$ cat config.mk
export PLATFORM = sky130hd
export DESIGN_NAME = dwa_handshake_abort
export DESIGN_NICKNAME = d
export VERILOG_FILES = /design/src/logic/dwa_pkg.sv /design/src/logic/dwa_handshake_abort.sv
export SDC_FILE = /design/constraint.sdc
export NUM_CORES = 1
export LEC_CHECK = 0
export ABC_AREA = 0
export BUFFER_PORTS_ARGS = -buffer_cell sky130_fd_sc_hd__buf_2
export CAP_MARGIN = 20
export CELL_PAD_IN_SITES_DETAIL_PLACEMENT = 1
export CELL_PAD_IN_SITES_GLOBAL_PLACEMENT = 2
export CORE_AREA = 2 2 76 78
export DETAILED_ROUTE_END_ITERATION = 12
export DIE_AREA = 0 0 78 80
export HOLD_SLACK_MARGIN = 0.06
export PLACE_DENSITY_LB_ADDON = 0.25
export SYNTH_ARGS = -nofsm -noshare
export SYNTH_HDL_FRONTEND = slang
export SYNTH_SLANG_ARGS = --single-unit
$ cat constraint.sdc
create_clock -name sys_clk -period 2 [get_ports sys_clk]
set_input_delay 0.5 -clock sys_clk [delete_from_list [all_inputs] [get_ports sys_clk]]
set_output_delay 0.5 -clock sys_clk [all_outputs]
set_load 0.02 [all_outputs]
$ cat src/logic/dwa_pkg.sv
// Constants, types and helpers for the debug wire handshake abort block.
// Assumes one system clock and a serial clock derived from it by a divider.
// Overview of operation
// - Acknowledge waits forever; no timeout exists.
// - Stop or wait discards pending run-until-active.
// - Long low runs sync, aborts pending command.
// - Started memory access completes; only acknowledge dropped.
// - Run and step commands keep running; acknowledge dropped.
// - Short low aborts command and acknowledge, no sync.
// - Falling edge on pin cancels outstanding acknowledge.
// - Pulse hidden by acknowledge starts a new command.
package dwa_pkg;

	// Serial clock cycles of low that make a synchronisation request.
	localparam logic [7:0] SYNC_LOW_MIN  = 8'h80;
	// Length of the reference pulse, in serial clock cycles.
	localparam logic [7:0] SYNC_REF_LEN  = 8'h80;
	// Quiet gap before the reference pulse, in serial clock cycles.
	localparam logic [7:0] SYNC_GAP_LEN  = 8'h10;
	// Length of the acknowledge low pulse, in serial clock cycles.
	localparam logic [7:0] ACK_LEN       = 8'h10;
	// System cycles in which the pin is not watched after a release.
	localparam logic [1:0] GUARD_CYCLES  = 2'h3;

	// Kinds of command that the command decoder may leave pending.
	typedef enum logic [2:0] {
		CMD_READ,
		CMD_WRITE,
		CMD_RUN,
		CMD_STEP,
		CMD_RUN_UNTIL,
		CMD_OTHER
	} dwaCmdKind_t;

	// A command that the decoder has taken and now waits on.
	typedef struct packed {
		logic        start;
		dwaCmdKind_t kind;
	} dwaCmdReq_t;

	// Drive of the debug pin: level and output enable.
	typedef struct packed {
		logic out;
		logic oe;
	} dwaPinDrv_t;

	// Pin sequencer states.
	typedef enum logic [2:0] {
		ST_IDLE,
		ST_HOST_LOW,
		ST_SYNC_GAP,
		ST_SYNC_REF,
		ST_ACK,
		ST_SPEEDUP
	} dwaState_t;

	// True for commands that set the core running and that a host low pulse does not abort.
	function automatic logic dwaIsRunKind(input dwaCmdKind_t kind);
		return (kind == CMD_RUN) || (kind == CMD_STEP) ||
			(kind == CMD_RUN_UNTIL);
	endfunction

endpackage

$ cat src/logic/dwa_handshake_abort.sv
// Acknowledge, abort and synchronisation logic for the single wire debug pin.
// Assumes a command decoder beside it that reports each command taken, the
// start of its memory access, and its completion, and honours the abort.
`timescale 1ns/10ps
module dwa_handshake_abort
	import dwa_pkg::*;
#(
	parameter int SER_DIV = 4
) (
	input  wire logic       sys_clk,
	input  wire logic       reset,
	input  wire logic       debugPinIn,
	input  wire dwaCmdReq_t cmdReq,
	input  wire logic       accessBegin,
	input  wire logic       cmdDone,
	input  wire logic       stopWaitExec,
	output dwaPinDrv_t      pinDrv,
	output logic            cmdAbort,
	output logic            cmdBitStart,
	output logic            syncBusy,
	output logic            syncDone,
	output logic            cmdPending
);

	localparam int DIV_W = (SER_DIV > 1) ? $clog2(SER_DIV) : 1;
	localparam logic [DIV_W-1:0] DIV_LAST = DIV_W'(SER_DIV - 1);

	dwaState_t        state_r, state_nxt;
	logic [DIV_W-1:0] divCnt_r, divCnt_nxt;
	logic [7:0]       cnt_r, cnt_nxt;
	logic [1:0]       guard_r, guard_nxt;
	logic             pinSync1_r, pinSync2_r, pinPrev_r;
	logic             pend_r, pend_nxt;
	dwaCmdKind_t      kind_r, kind_nxt;
	logic             access_r, access_nxt;
	logic             ackCancel_r, ackCancel_nxt;
	logic             ackReady_r, ackReady_nxt;
	logic             inSync_r, inSync_nxt;
	dwaPinDrv_t       pinDrv_r, pinDrv_nxt;
	logic             cmdAbort_r, cmdAbort_nxt;
	logic             bitStart_r, bitStart_nxt;
	logic             syncBusy_r, syncBusy_nxt;
	logic             syncDone_r, syncDone_nxt;
	logic             serTick, pinLow, fallEdge, riseEdge, watching;

	// Two flops bring the pin into the clock domain; the second is used.
	always_ff @(posedge sys_clk or posedge reset) begin
		if (reset) begin
			pinSync1_r <= 1'b1;
			pinSync2_r <= 1'b1;
			pinPrev_r  <= 1'b1;
		end else begin
			pinSync1_r <= debugPinIn;
			pinSync2_r <= pinSync1_r;
			pinPrev_r  <= pinSync2_r;
		end
	end

	// Edges are only trusted while the pin is left to the host.
	always_comb begin
		serTick  = (divCnt_r == DIV_LAST);
		pinLow   = ~pinSync2_r;
		watching = ~pinDrv_r.oe && (guard_r == 2'h0);
		fallEdge = watching && pinPrev_r && ~pinSync2_r;
		riseEdge = watching && ~pinPrev_r && pinSync2_r;
	end

	// Serial clock divider.
	always_comb begin
		divCnt_nxt = serTick ? '0 : divCnt_r + DIV_W'(1);
	end

	// Pending command bookkeeping and the pin sequencer.
	always_comb begin
		state_nxt     = state_r;
		cnt_nxt       = cnt_r;
		guard_nxt     = (guard_r != 2'h0) ? guard_r - 2'h1 : 2'h0;
		pend_nxt      = pend_r;
		kind_nxt      = kind_r;
		access_nxt    = access_r;
		ackCancel_nxt = ackCancel_r;
		ackReady_nxt  = ackReady_r;
		inSync_nxt    = inSync_r;
		pinDrv_nxt    = pinDrv_r;
		cmdAbort_nxt  = 1'b0;
		bitStart_nxt  = 1'b0;
		syncBusy_nxt  = syncBusy_r;
		syncDone_nxt  = 1'b0;

		// A new command clears the access and cancel flags of the previous one; a queued acknowledge stays.
		if (cmdReq.start && !pend_r) begin
			pend_nxt      = 1'b1;
			kind_nxt      = cmdReq.kind;
			access_nxt    = 1'b0;
			ackCancel_nxt = 1'b0;
		end
		if (accessBegin && pend_r) begin
			access_nxt = 1'b1;
		end
		// Completion queues the acknowledge unless it was cancelled.
		if (cmdDone && pend_r) begin
			pend_nxt     = 1'b0;
			access_nxt   = 1'b0;
			ackReady_nxt = !ackCancel_r && !fallEdge;
		end
		// Stop or wait throws away a run-until-active with no acknowledge.
		if (stopWaitExec && pend_r && kind_r == CMD_RUN_UNTIL) begin
			pend_nxt     = 1'b0;
			ackReady_nxt = 1'b0;
		end

		// A falling edge from the host cancels any acknowledge owed.
		if (fallEdge) begin
			ackCancel_nxt = 1'b1;
			ackReady_nxt  = 1'b0;
			if (!pend_r && !ackReady_r) begin
				bitStart_nxt = 1'b1;
			end
		end

		case (state_r)
			ST_IDLE: begin
				// Without a completion the acknowledge waits forever.
				if (fallEdge) begin
					state_nxt = ST_HOST_LOW;
					cnt_nxt   = '0;
				end else if (ackReady_r && !pinLow && watching) begin
					state_nxt    = ST_ACK;
					ackReady_nxt = 1'b0;
					cnt_nxt      = '0;
					pinDrv_nxt   = '{out: 1'b0, oe: 1'b1};
				end
			end
			ST_HOST_LOW: begin
				// Measure the host low time in serial clock cycles.
				if (serTick && cnt_r != SYNC_LOW_MIN) begin
					cnt_nxt = cnt_r + 8'h01;
				end
				if (riseEdge) begin
					cnt_nxt = '0;
					if (pend_r && !access_r && !dwaIsRunKind(kind_r)) begin
						cmdAbort_nxt = 1'b1;
						pend_nxt     = 1'b0;
					end
					// Started accesses and run kinds carry on silently.
					ackCancel_nxt = pend_r;
					if (cnt_r == SYNC_LOW_MIN) begin
						state_nxt    = ST_SYNC_GAP;
						syncBusy_nxt = 1'b1;
					end else begin
						state_nxt = ST_IDLE;
					end
				end
			end
			ST_SYNC_GAP: begin
				// Let the host speedup pulse and bus settle first.
				if (serTick) begin
					cnt_nxt = cnt_r + 8'h01;
					if (cnt_r == SYNC_GAP_LEN - 8'h01) begin
						state_nxt  = ST_SYNC_REF;
						cnt_nxt    = '0;
						pinDrv_nxt = '{out: 1'b0, oe: 1'b1};
					end
				end
			end
			ST_SYNC_REF: begin
				// Timed reference pulse lets the host measure our rate.
				if (serTick) begin
					cnt_nxt = cnt_r + 8'h01;
					if (cnt_r == SYNC_REF_LEN - 8'h01) begin
						state_nxt  = ST_SPEEDUP;
						inSync_nxt = 1'b1;
						pinDrv_nxt = '{out: 1'b1, oe: 1'b1};
					end
				end
			end
			ST_ACK: begin
				// Host edges are invisible here; a read then loses step.
				if (serTick) begin
					cnt_nxt = cnt_r + 8'h01;
					if (cnt_r == ACK_LEN - 8'h01) begin
						state_nxt  = ST_SPEEDUP;
						inSync_nxt = 1'b0;
						pinDrv_nxt = '{out: 1'b1, oe: 1'b1};
					end
				end
			end
			ST_SPEEDUP: begin
				// One serial cycle driven high, then hand the pin back.
				if (serTick) begin
					pinDrv_nxt = '{out: 1'b1, oe: 1'b0};
					guard_nxt  = GUARD_CYCLES;
					cnt_nxt    = '0;
					if (inSync_r) begin
						syncBusy_nxt = 1'b0;
						syncDone_nxt = 1'b1;
						state_nxt    = ST_IDLE;
					end else if (pinLow) begin
						// Host already low: its pulse was a command bit.
						state_nxt    = ST_HOST_LOW;
						bitStart_nxt = 1'b1;
					end else begin
						state_nxt = ST_IDLE;
					end
				end
			end
			default: begin
				state_nxt  = ST_IDLE;
				pinDrv_nxt = '{out: 1'b1, oe: 1'b0};
			end
		endcase
	end

	// State registers.
	always_ff @(posedge sys_clk or posedge reset) begin
		if (reset) begin
			state_r     <= ST_IDLE;
			divCnt_r    <= '0;
			cnt_r       <= '0;
			guard_r     <= 2'h0;
			pend_r      <= 1'b0;
			kind_r      <= CMD_OTHER;
			access_r    <= 1'b0;
			ackCancel_r <= 1'b0;
			ackReady_r  <= 1'b0;
			inSync_r    <= 1'b0;
			pinDrv_r    <= '{out: 1'b1, oe: 1'b0};
			cmdAbort_r  <= 1'b0;
			bitStart_r  <= 1'b0;
			syncBusy_r  <= 1'b0;
			syncDone_r  <= 1'b0;
		end else begin
			state_r     <= state_nxt;
			divCnt_r    <= divCnt_nxt;
			cnt_r       <= cnt_nxt;
			guard_r     <= guard_nxt;
			pend_r      <= pend_nxt;
			kind_r      <= kind_nxt;
			access_r    <= access_nxt;
			ackCancel_r <= ackCancel_nxt;
			ackReady_r  <= ackReady_nxt;
			inSync_r    <= inSync_nxt;
			pinDrv_r    <= pinDrv_nxt;
			cmdAbort_r  <= cmdAbort_nxt;
			bitStart_r  <= bitStart_nxt;
			syncBusy_r  <= syncBusy_nxt;
			syncDone_r  <= syncDone_nxt;
		end
	end

	// Outputs straight from flops.
	assign pinDrv      = pinDrv_r;
	assign cmdAbort    = cmdAbort_r;
	assign cmdBitStart = bitStart_r;
	assign syncBusy    = syncBusy_r;
	assign syncDone    = syncDone_r;
	assign cmdPending  = pend_r;

endmodule

==> impl_metrics.json, run 1 <==
{
  "power_frac_seq": 0.391,
  "syn-num-nets": 203,
  "dp_hpwl_um": 3610,
  "slew-limit-headroom": 0.619,
  "crit_path_start": "guard_r[1]",
  "grt_pass1_vias": 1684,
  "grt_max_degree": 33,
  "setup_viol_count_final": 5,
  "routed_wl_um": 4980,
  "drc_errors": 0,
  "max_cap_viol_count": 0,
  "synth_top_area_frac": 0.371,
  "synth-edff-count": 0,
  "final_nets": 244,
  "io_buffers": 16,
  "path_clk_slew_ns": 0.07,
  "r2r-start": "guard_r[1]",
  "cts_tree": "built",
  "critPathKind": "reg -> reg",
  "clkPwrFrac": 0.248,
  "min_period_ns": 2.06,
  "cts.sink_count": 32,
  "seq_area_frac_synth": 0.461,
  "cts_buffers": 5,
  "routedWlPerCell_um": 16.4,
  "dp_cells": 295,
  "synth-main-ff-cell": "dfrtp_1",
  "clock_latency_ns": 0.28,
  "num_antenna_cells": 0,
  "die_h_um": 80,
  "overflow": 0,
  "ys_ff_latch": 32,
  "switching_power_uw": 916,
  "most-common-layout-cells": "buf_4 (29), dfrtp_1 (25), nand2_1 (18), buf_2 (16), inv_1 (14)",
  "core_area_mm2": 0.00541,
  "crit_fanout": 6,
  "synth_area_mm2": 0.00175,
  "hold_viol": 0,
  "ant_nets": 0,
  "power_density_mw_per_mm2": 1110,
  "drv_slew": 0,
  "synth_cell_type_count": 45,
  "finalCritPeriodShare": 1.03,
  "placed_cell_area_mm2": 0.00210,
  "die_x_um": 78,
  "ctsRootBufferMaster": "clkbuf_8",
  "outcome": "complete, but fails checks",
  "vias": 1610,
  "setup_tns_ns": -0.134,
  "violations": "setup timing",
  "stdcell_area_mm2": 0.00226,
  "h-tree-depth": 2,
  "rsz0062_at_grt": "true",
  "total_power_uw": 2520,
  "synth_warnings": 0,
  "cp-start-kind": "flop",
  "final_cells": 304,
  "dr.first_iter.drc_count": 110,
  "grt_first_pass_wirelength_um": 8310,
  "io_pins": 17,
  "combPwrFrac": 0.362,
  "ctsHoldBuffers": 0,
  "netlist_instances": 190,
  "crit_required_ns": 2.20,
  "area.growth.synth_to_final_pct": 28.9,
  "pre_cts_slack_ns": -0.157,
  "dieArea_mm2": 0.00624,
  "syn_area_per_cell_um2": 9.22,
  "gp_congestion": 0.884,
  "drtPass1Iterations": 4,
  "arrival_ns": 2.26,
  "worst_slew_pin_slew_ns": 0.566,
  "swShare": 0.364,
  "vias_per_cell": 5.30,
  "hp-class": "in -> async",
  "drive_gt1_frac": 0.323,
  "ir_drop_mv": 0.537,
  "cts_buffer_depth": 2,
  "start_util": 0.324,
  "yosys.area.top_type": "dfrtp_1",
  "power.internal_uw": 1600,
  "layout_commonest_cell": "buf_4",
  "skew_ns": 0.00355,
  "async_flop_share": 1.00,
  "row_count": 27,
  "antenna_found_initial": 0,
  "synthTopCellsByArea": "dfrtp_1 (37%), dfstp_2 (9.0%), nand2_1 (3.9%)",
  "fmaxAchievable_mhz": 486,
  "finalWorstSetupSlack_ns": -0.0595,
  "endpoint_kind": "flop",
  "track_usage": 0.170,
  "leakagePower_uw": 0.00104,
  "fillers": 647
}
[state kept, by name, indices dropped and copies added, names as in the netlist, 2 cells and up]
| name | cells |
|---|---|
| cnt_r | 8 |
| divCnt_r | 2 |
| kind_r | 3 |
| guard_r | 2 |
| pinDrv | 2 |
| state_r | 3 |
[cells by family after synthesis]
kind of cell | count (synthesis) | synth area share
DFF | 32 | 0.461
and+or+nand+nor | 72 | 0.214
buffers and inverters | 25 | 0.0550
muxes | 7 | 0.0436
adders and majority gates | 3 | 0.0214
AOI/OAI and AO/OA | 51 | 0.204
[cells in the mapped netlist (all sizes together), types with 2 or more instances]
| master | number |
|---|---|
| dfrtp | 26 |
| nand2 | 18 |
| inv | 14 |
| nand3 | 11 |
| o21ai | 11 |
| a21oi | 8 |
| clkbuf | 8 |
| nor2 | 8 |
| o31ai | 7 |
| dfstp | 6 |
| nor3 | 6 |
| a31oi | 5 |
| and3 | 5 |
| mux2 | 5 |
| nor2b | 5 |
| nand2b | 4 |
| o22ai | 4 |
| or3 | 4 |
| a211oi | 3 |
| buf | 3 |
| ha | 3 |
| nand4 | 3 |
| o41ai | 3 |
| and2 | 2 |
| mux2i | 2 |
[worst paths after layout]
| check | endpoint | slack [ns] | depth (start not counted) |
|---|---|---|---|
| setup / recovery | cnt_r[4] | -0.06 | 5 |
| hold / removal | cnt_r[0] | 0.29 | 3 |
| setup reg to reg | cnt_r[4] | -0.06 | 5 |
| hold reg to reg | pinSync2_r | 0.36 | 0 |
| max in group asynchronous | pinDrv[1] | 1.38 | 3 |
| min in group sys_clk | pinSync1_r | 0.31 | 1 |
[layout make-up]
| class | count | area, um^2 | share of cell area |
|---|---|---|---|
| Inverter | 14 | 52.6 | 0.0233 |
| Tap cell | 72 | 90.1 | 0.0399 |
| Timing Repair Buffer | 45 | 298 | 0.132 |
| Multi-Input combinational cell | 133 | 901 | 0.399 |
| Clock inverter | 2 | 35.0 | 0.0155 |
| Sequential cell | 32 | 810 | 0.358 |
| Clock buffer | 6 | 72.6 | 0.0321 |
[worst max-delay path, stage by stage, from the launching register on]
cell and delay, ns:
dfrtp_1 0.38, or3_4 0.41, or3_4 0.34, a41o_1 0.20, or3b_4 0.47, o31ai_4 0.18
[metal layers]
metal / global-route usage / wire length [um]
met5: 0 / 0
met4: 0.0368 / 40
met3: 0.0407 / 120
met2: 0.281 / 2440
met1: 0.227 / 2380
[metrics by stage]
| step | hold slack [ns] | utilization |
|---|---|---|
| finish | 0.289 | 0.418 |
| global route | 0.299 | 0.418 |
| CTS | 0.303 | 0.409 |
| detailed placement | 0.351 | 0.388 |
| global placement | 0.348 | 0.388 |
| floorplan | 0.345 | - |
[repair_timing]
item,4_1_cts,5_1_grt
endpoints found under the setup margin,6,12
pin swaps,1,2
gates cloned,0,0
gates resized for setup,1,7
buffers inserted,0,1
[power groups by stage]
stage	sequential (uW)	clock, uW	combinational (uW)
6_report	982	624	910
2_1_floorplan	954	0	559
5_1_grt	1020	671	1010
4_1_cts	978	636	868
3_3_place_gp	979	0	817
3_5_place_dp	989	0	853
(Power assumes the default switching activity.)
==> run 2: changes to the inputs <==
--- a/config.mk
+++ b/config.mk
@@ -18,3 +18,4 @@
 export SYNTH_ARGS = -nofsm -noshare
 export SYNTH_HDL_FRONTEND = slang
 export SYNTH_SLANG_ARGS = --single-unit
+export TNS_END_PERCENT = 10
==> constraint.sdc (replaced) <==
create_clock -name sys_clk -period 2 [get_ports sys_clk]
set_input_delay 0.4 -clock sys_clk [delete_from_list [all_inputs] [get_ports sys_clk]]
set_output_delay 0.4 -clock sys_clk [all_outputs]
set_load 0.02 [all_outputs]
==> impl_metrics.json, run 2 (synthesized netlist as in run 1, its figures left out) <==
{
  "drc_errors": 0,
  "total_power_uw": 2520,
  "final_nets": 247,
  "most-common-layout-cells": "buf_4 (32), dfrtp_1 (23), nand2_1 (18), buf_2 (16), inv_1 (14)",
  "core_area_mm2": 0.00541,
  "reg_top3": "cnt_r x8, kind_r x3, state_r x3",
  "grt_pass1_vias": 1698,
  "start_util": 0.324,
  "final_core_util": 0.426,
  "hold_viol": 0,
  "row_count": 27,
  "ant_nets": 0,
  "violations": "setup timing",
  "drv_slew": 0,
  "dr.first_iter.drc_count": 106,
  "drtPass1Iterations": 4,
  "endpoint_kind": "flop",
  "fmaxAchievable_mhz": 488,
  "layout_commonest_cell": "buf_4",
  "gp_congestion": 0.830,
  "crit_required_ns": 2.20,
  "dp_hpwl_um": 3690,
  "io_pins": 17,
  "area.growth.synth_to_final_pct": 31.5,
  "crit_fanout": 6,
  "vias": 1613,
  "skew_ns": 0.00508,
  "largest_reg_flops": 8,
  "cts_buffers": 5,
  "cts_buffer_depth": 2,
  "cts_tree": "built",
  "slowest_delay_ns": 0.45,
  "die_x_um": 78,
  "power_density_mw_per_mm2": 1090,
  "routedWlPerCell_um": 15.8,
  "min_period_ns": 2.05,
  "cp-start-kind": "flop",
  "max_cap_viol_count": 0,
  "crit_top_cell": "or3_4",
  "setup_tns_ns": -0.0714,
  "ctsRootBufferMaster": "clkbuf_8",
  "crit_chain": "or3_4, or3_4, a41o_1, or3b_4, o31ai_4",
  "finalCritPeriodShare": 1.02,
  "arrival_ns": 2.25,
  "critPathKind": "reg -> reg",
  "slew-limit-headroom": 0.719,
  "worst_slew_pin_slew_ns": 0.421,
  "overflow": 0,
  "slowest_stage": "or3b_4",
  "top_register": "cnt_r",
  "hp-class": "in -> async",
  "finalWorstSetupSlack_ns": -0.0480,
  "antenna_found_initial": 0,
  "routed_wl_um": 4840,
  "h-tree-depth": 2,
  "setup_viol_count_final": 3,
  "drive_gt1_frac": 0.345,
  "path_clk_slew_ns": 0.07,
  "die_h_um": 80,
  "grt_max_degree": 33,
  "rsz0062_at_grt": "true",
  "stdcell_area_mm2": 0.00230,
  "cts.sink_count": 32,
  "vias_per_cell": 5.25,
  "io_buffers": 16,
  "ir_drop_mv": 0.401,
  "num_antenna_cells": 0,
  "track_usage": 0.174,
  "outcome": "complete, but fails checks",
  "dieArea_mm2": 0.00624,
  "ctsHoldBuffers": 0,
  "grt_first_pass_wirelength_um": 8350,
  "clock_latency_ns": 0.29,
  "placed_cell_area_mm2": 0.00212,
  "leakagePower_uw": 0.00104
}
## run 2: worst max-delay path: cells and delay by family (launching register included)
family	cells	cell delay, ns
simple gates	3	1.18
flops	1	0.39
compound gates	2	0.39
## run 2: power by group
part | total, uW | leakage [uW] | internal [uW] | switching [uW]
Combinational | 931 | 0.000594 | 441 | 490
Sequential | 969 | 0.000395 | 816 | 154
Clock | 617 | 0.0000552 | 370 | 248
Total | 2520 | 0.00104 | 1630 | 891
## run 2: final cells by class
type	instances	area, um^2
fillers	651	3100
multi-input cells	133	921
flip-flops and latches	32	812
repair buffers	48	320
well taps	72	90.1
clock buffers	6	72.6
inverters	14	52.6
clock inverters	2	35.0
## run 2: final timing paths
kind	slack, ns	start	endpoint	depth (start not counted)
min	0.20	reset	state_r[0]	3
max reg2reg	-0.05	guard_r[0]	cnt_r[4]	5
max in group asynchronous	1.48	reset	pinDrv[1]	3
min reg2reg	0.36	pinSync1_r	pinSync2_r	0
min in group sys_clk	0.21	debugPinIn	pinSync1_r	1
max	-0.05	guard_r[0]	cnt_r[4]	5
## run 2: what timing repair did
action,in CTS,in global routing
pin swaps,3,1
gates resized for setup,3,9
buffers inserted,1,0
endpoints found under the setup margin,6,11
hold endpoints to repair,0,0
## run 2: per-stage QoR
stage / hold slack (ns) / instances / setup slack [ns]
floorplan: 0.345 / 190 / -0.0531
global placement: 0.349 / 298 / -0.0868
detailed placement: 0.350 / 298 / -0.128
CTS: 0.196 / 307 / -0.0241
global route: 0.199 / 307 / -0.122
finish: 0.195 / 307 / -0.0480
## run 2: metal layers
| metal | GRT usage | vias to the layer above | routed length, um |
|---|---|---|---|
| met5 | 0 | - | 0 |
| met4 | 0.0684 | 0 | 69 |
| met3 | 0.0339 | 5 | 133 |
| met2 | 0.297 | 21 | 2410 |
| met1 | 0.217 | 805 | 2230 |
| li1 | - | 782 | - |
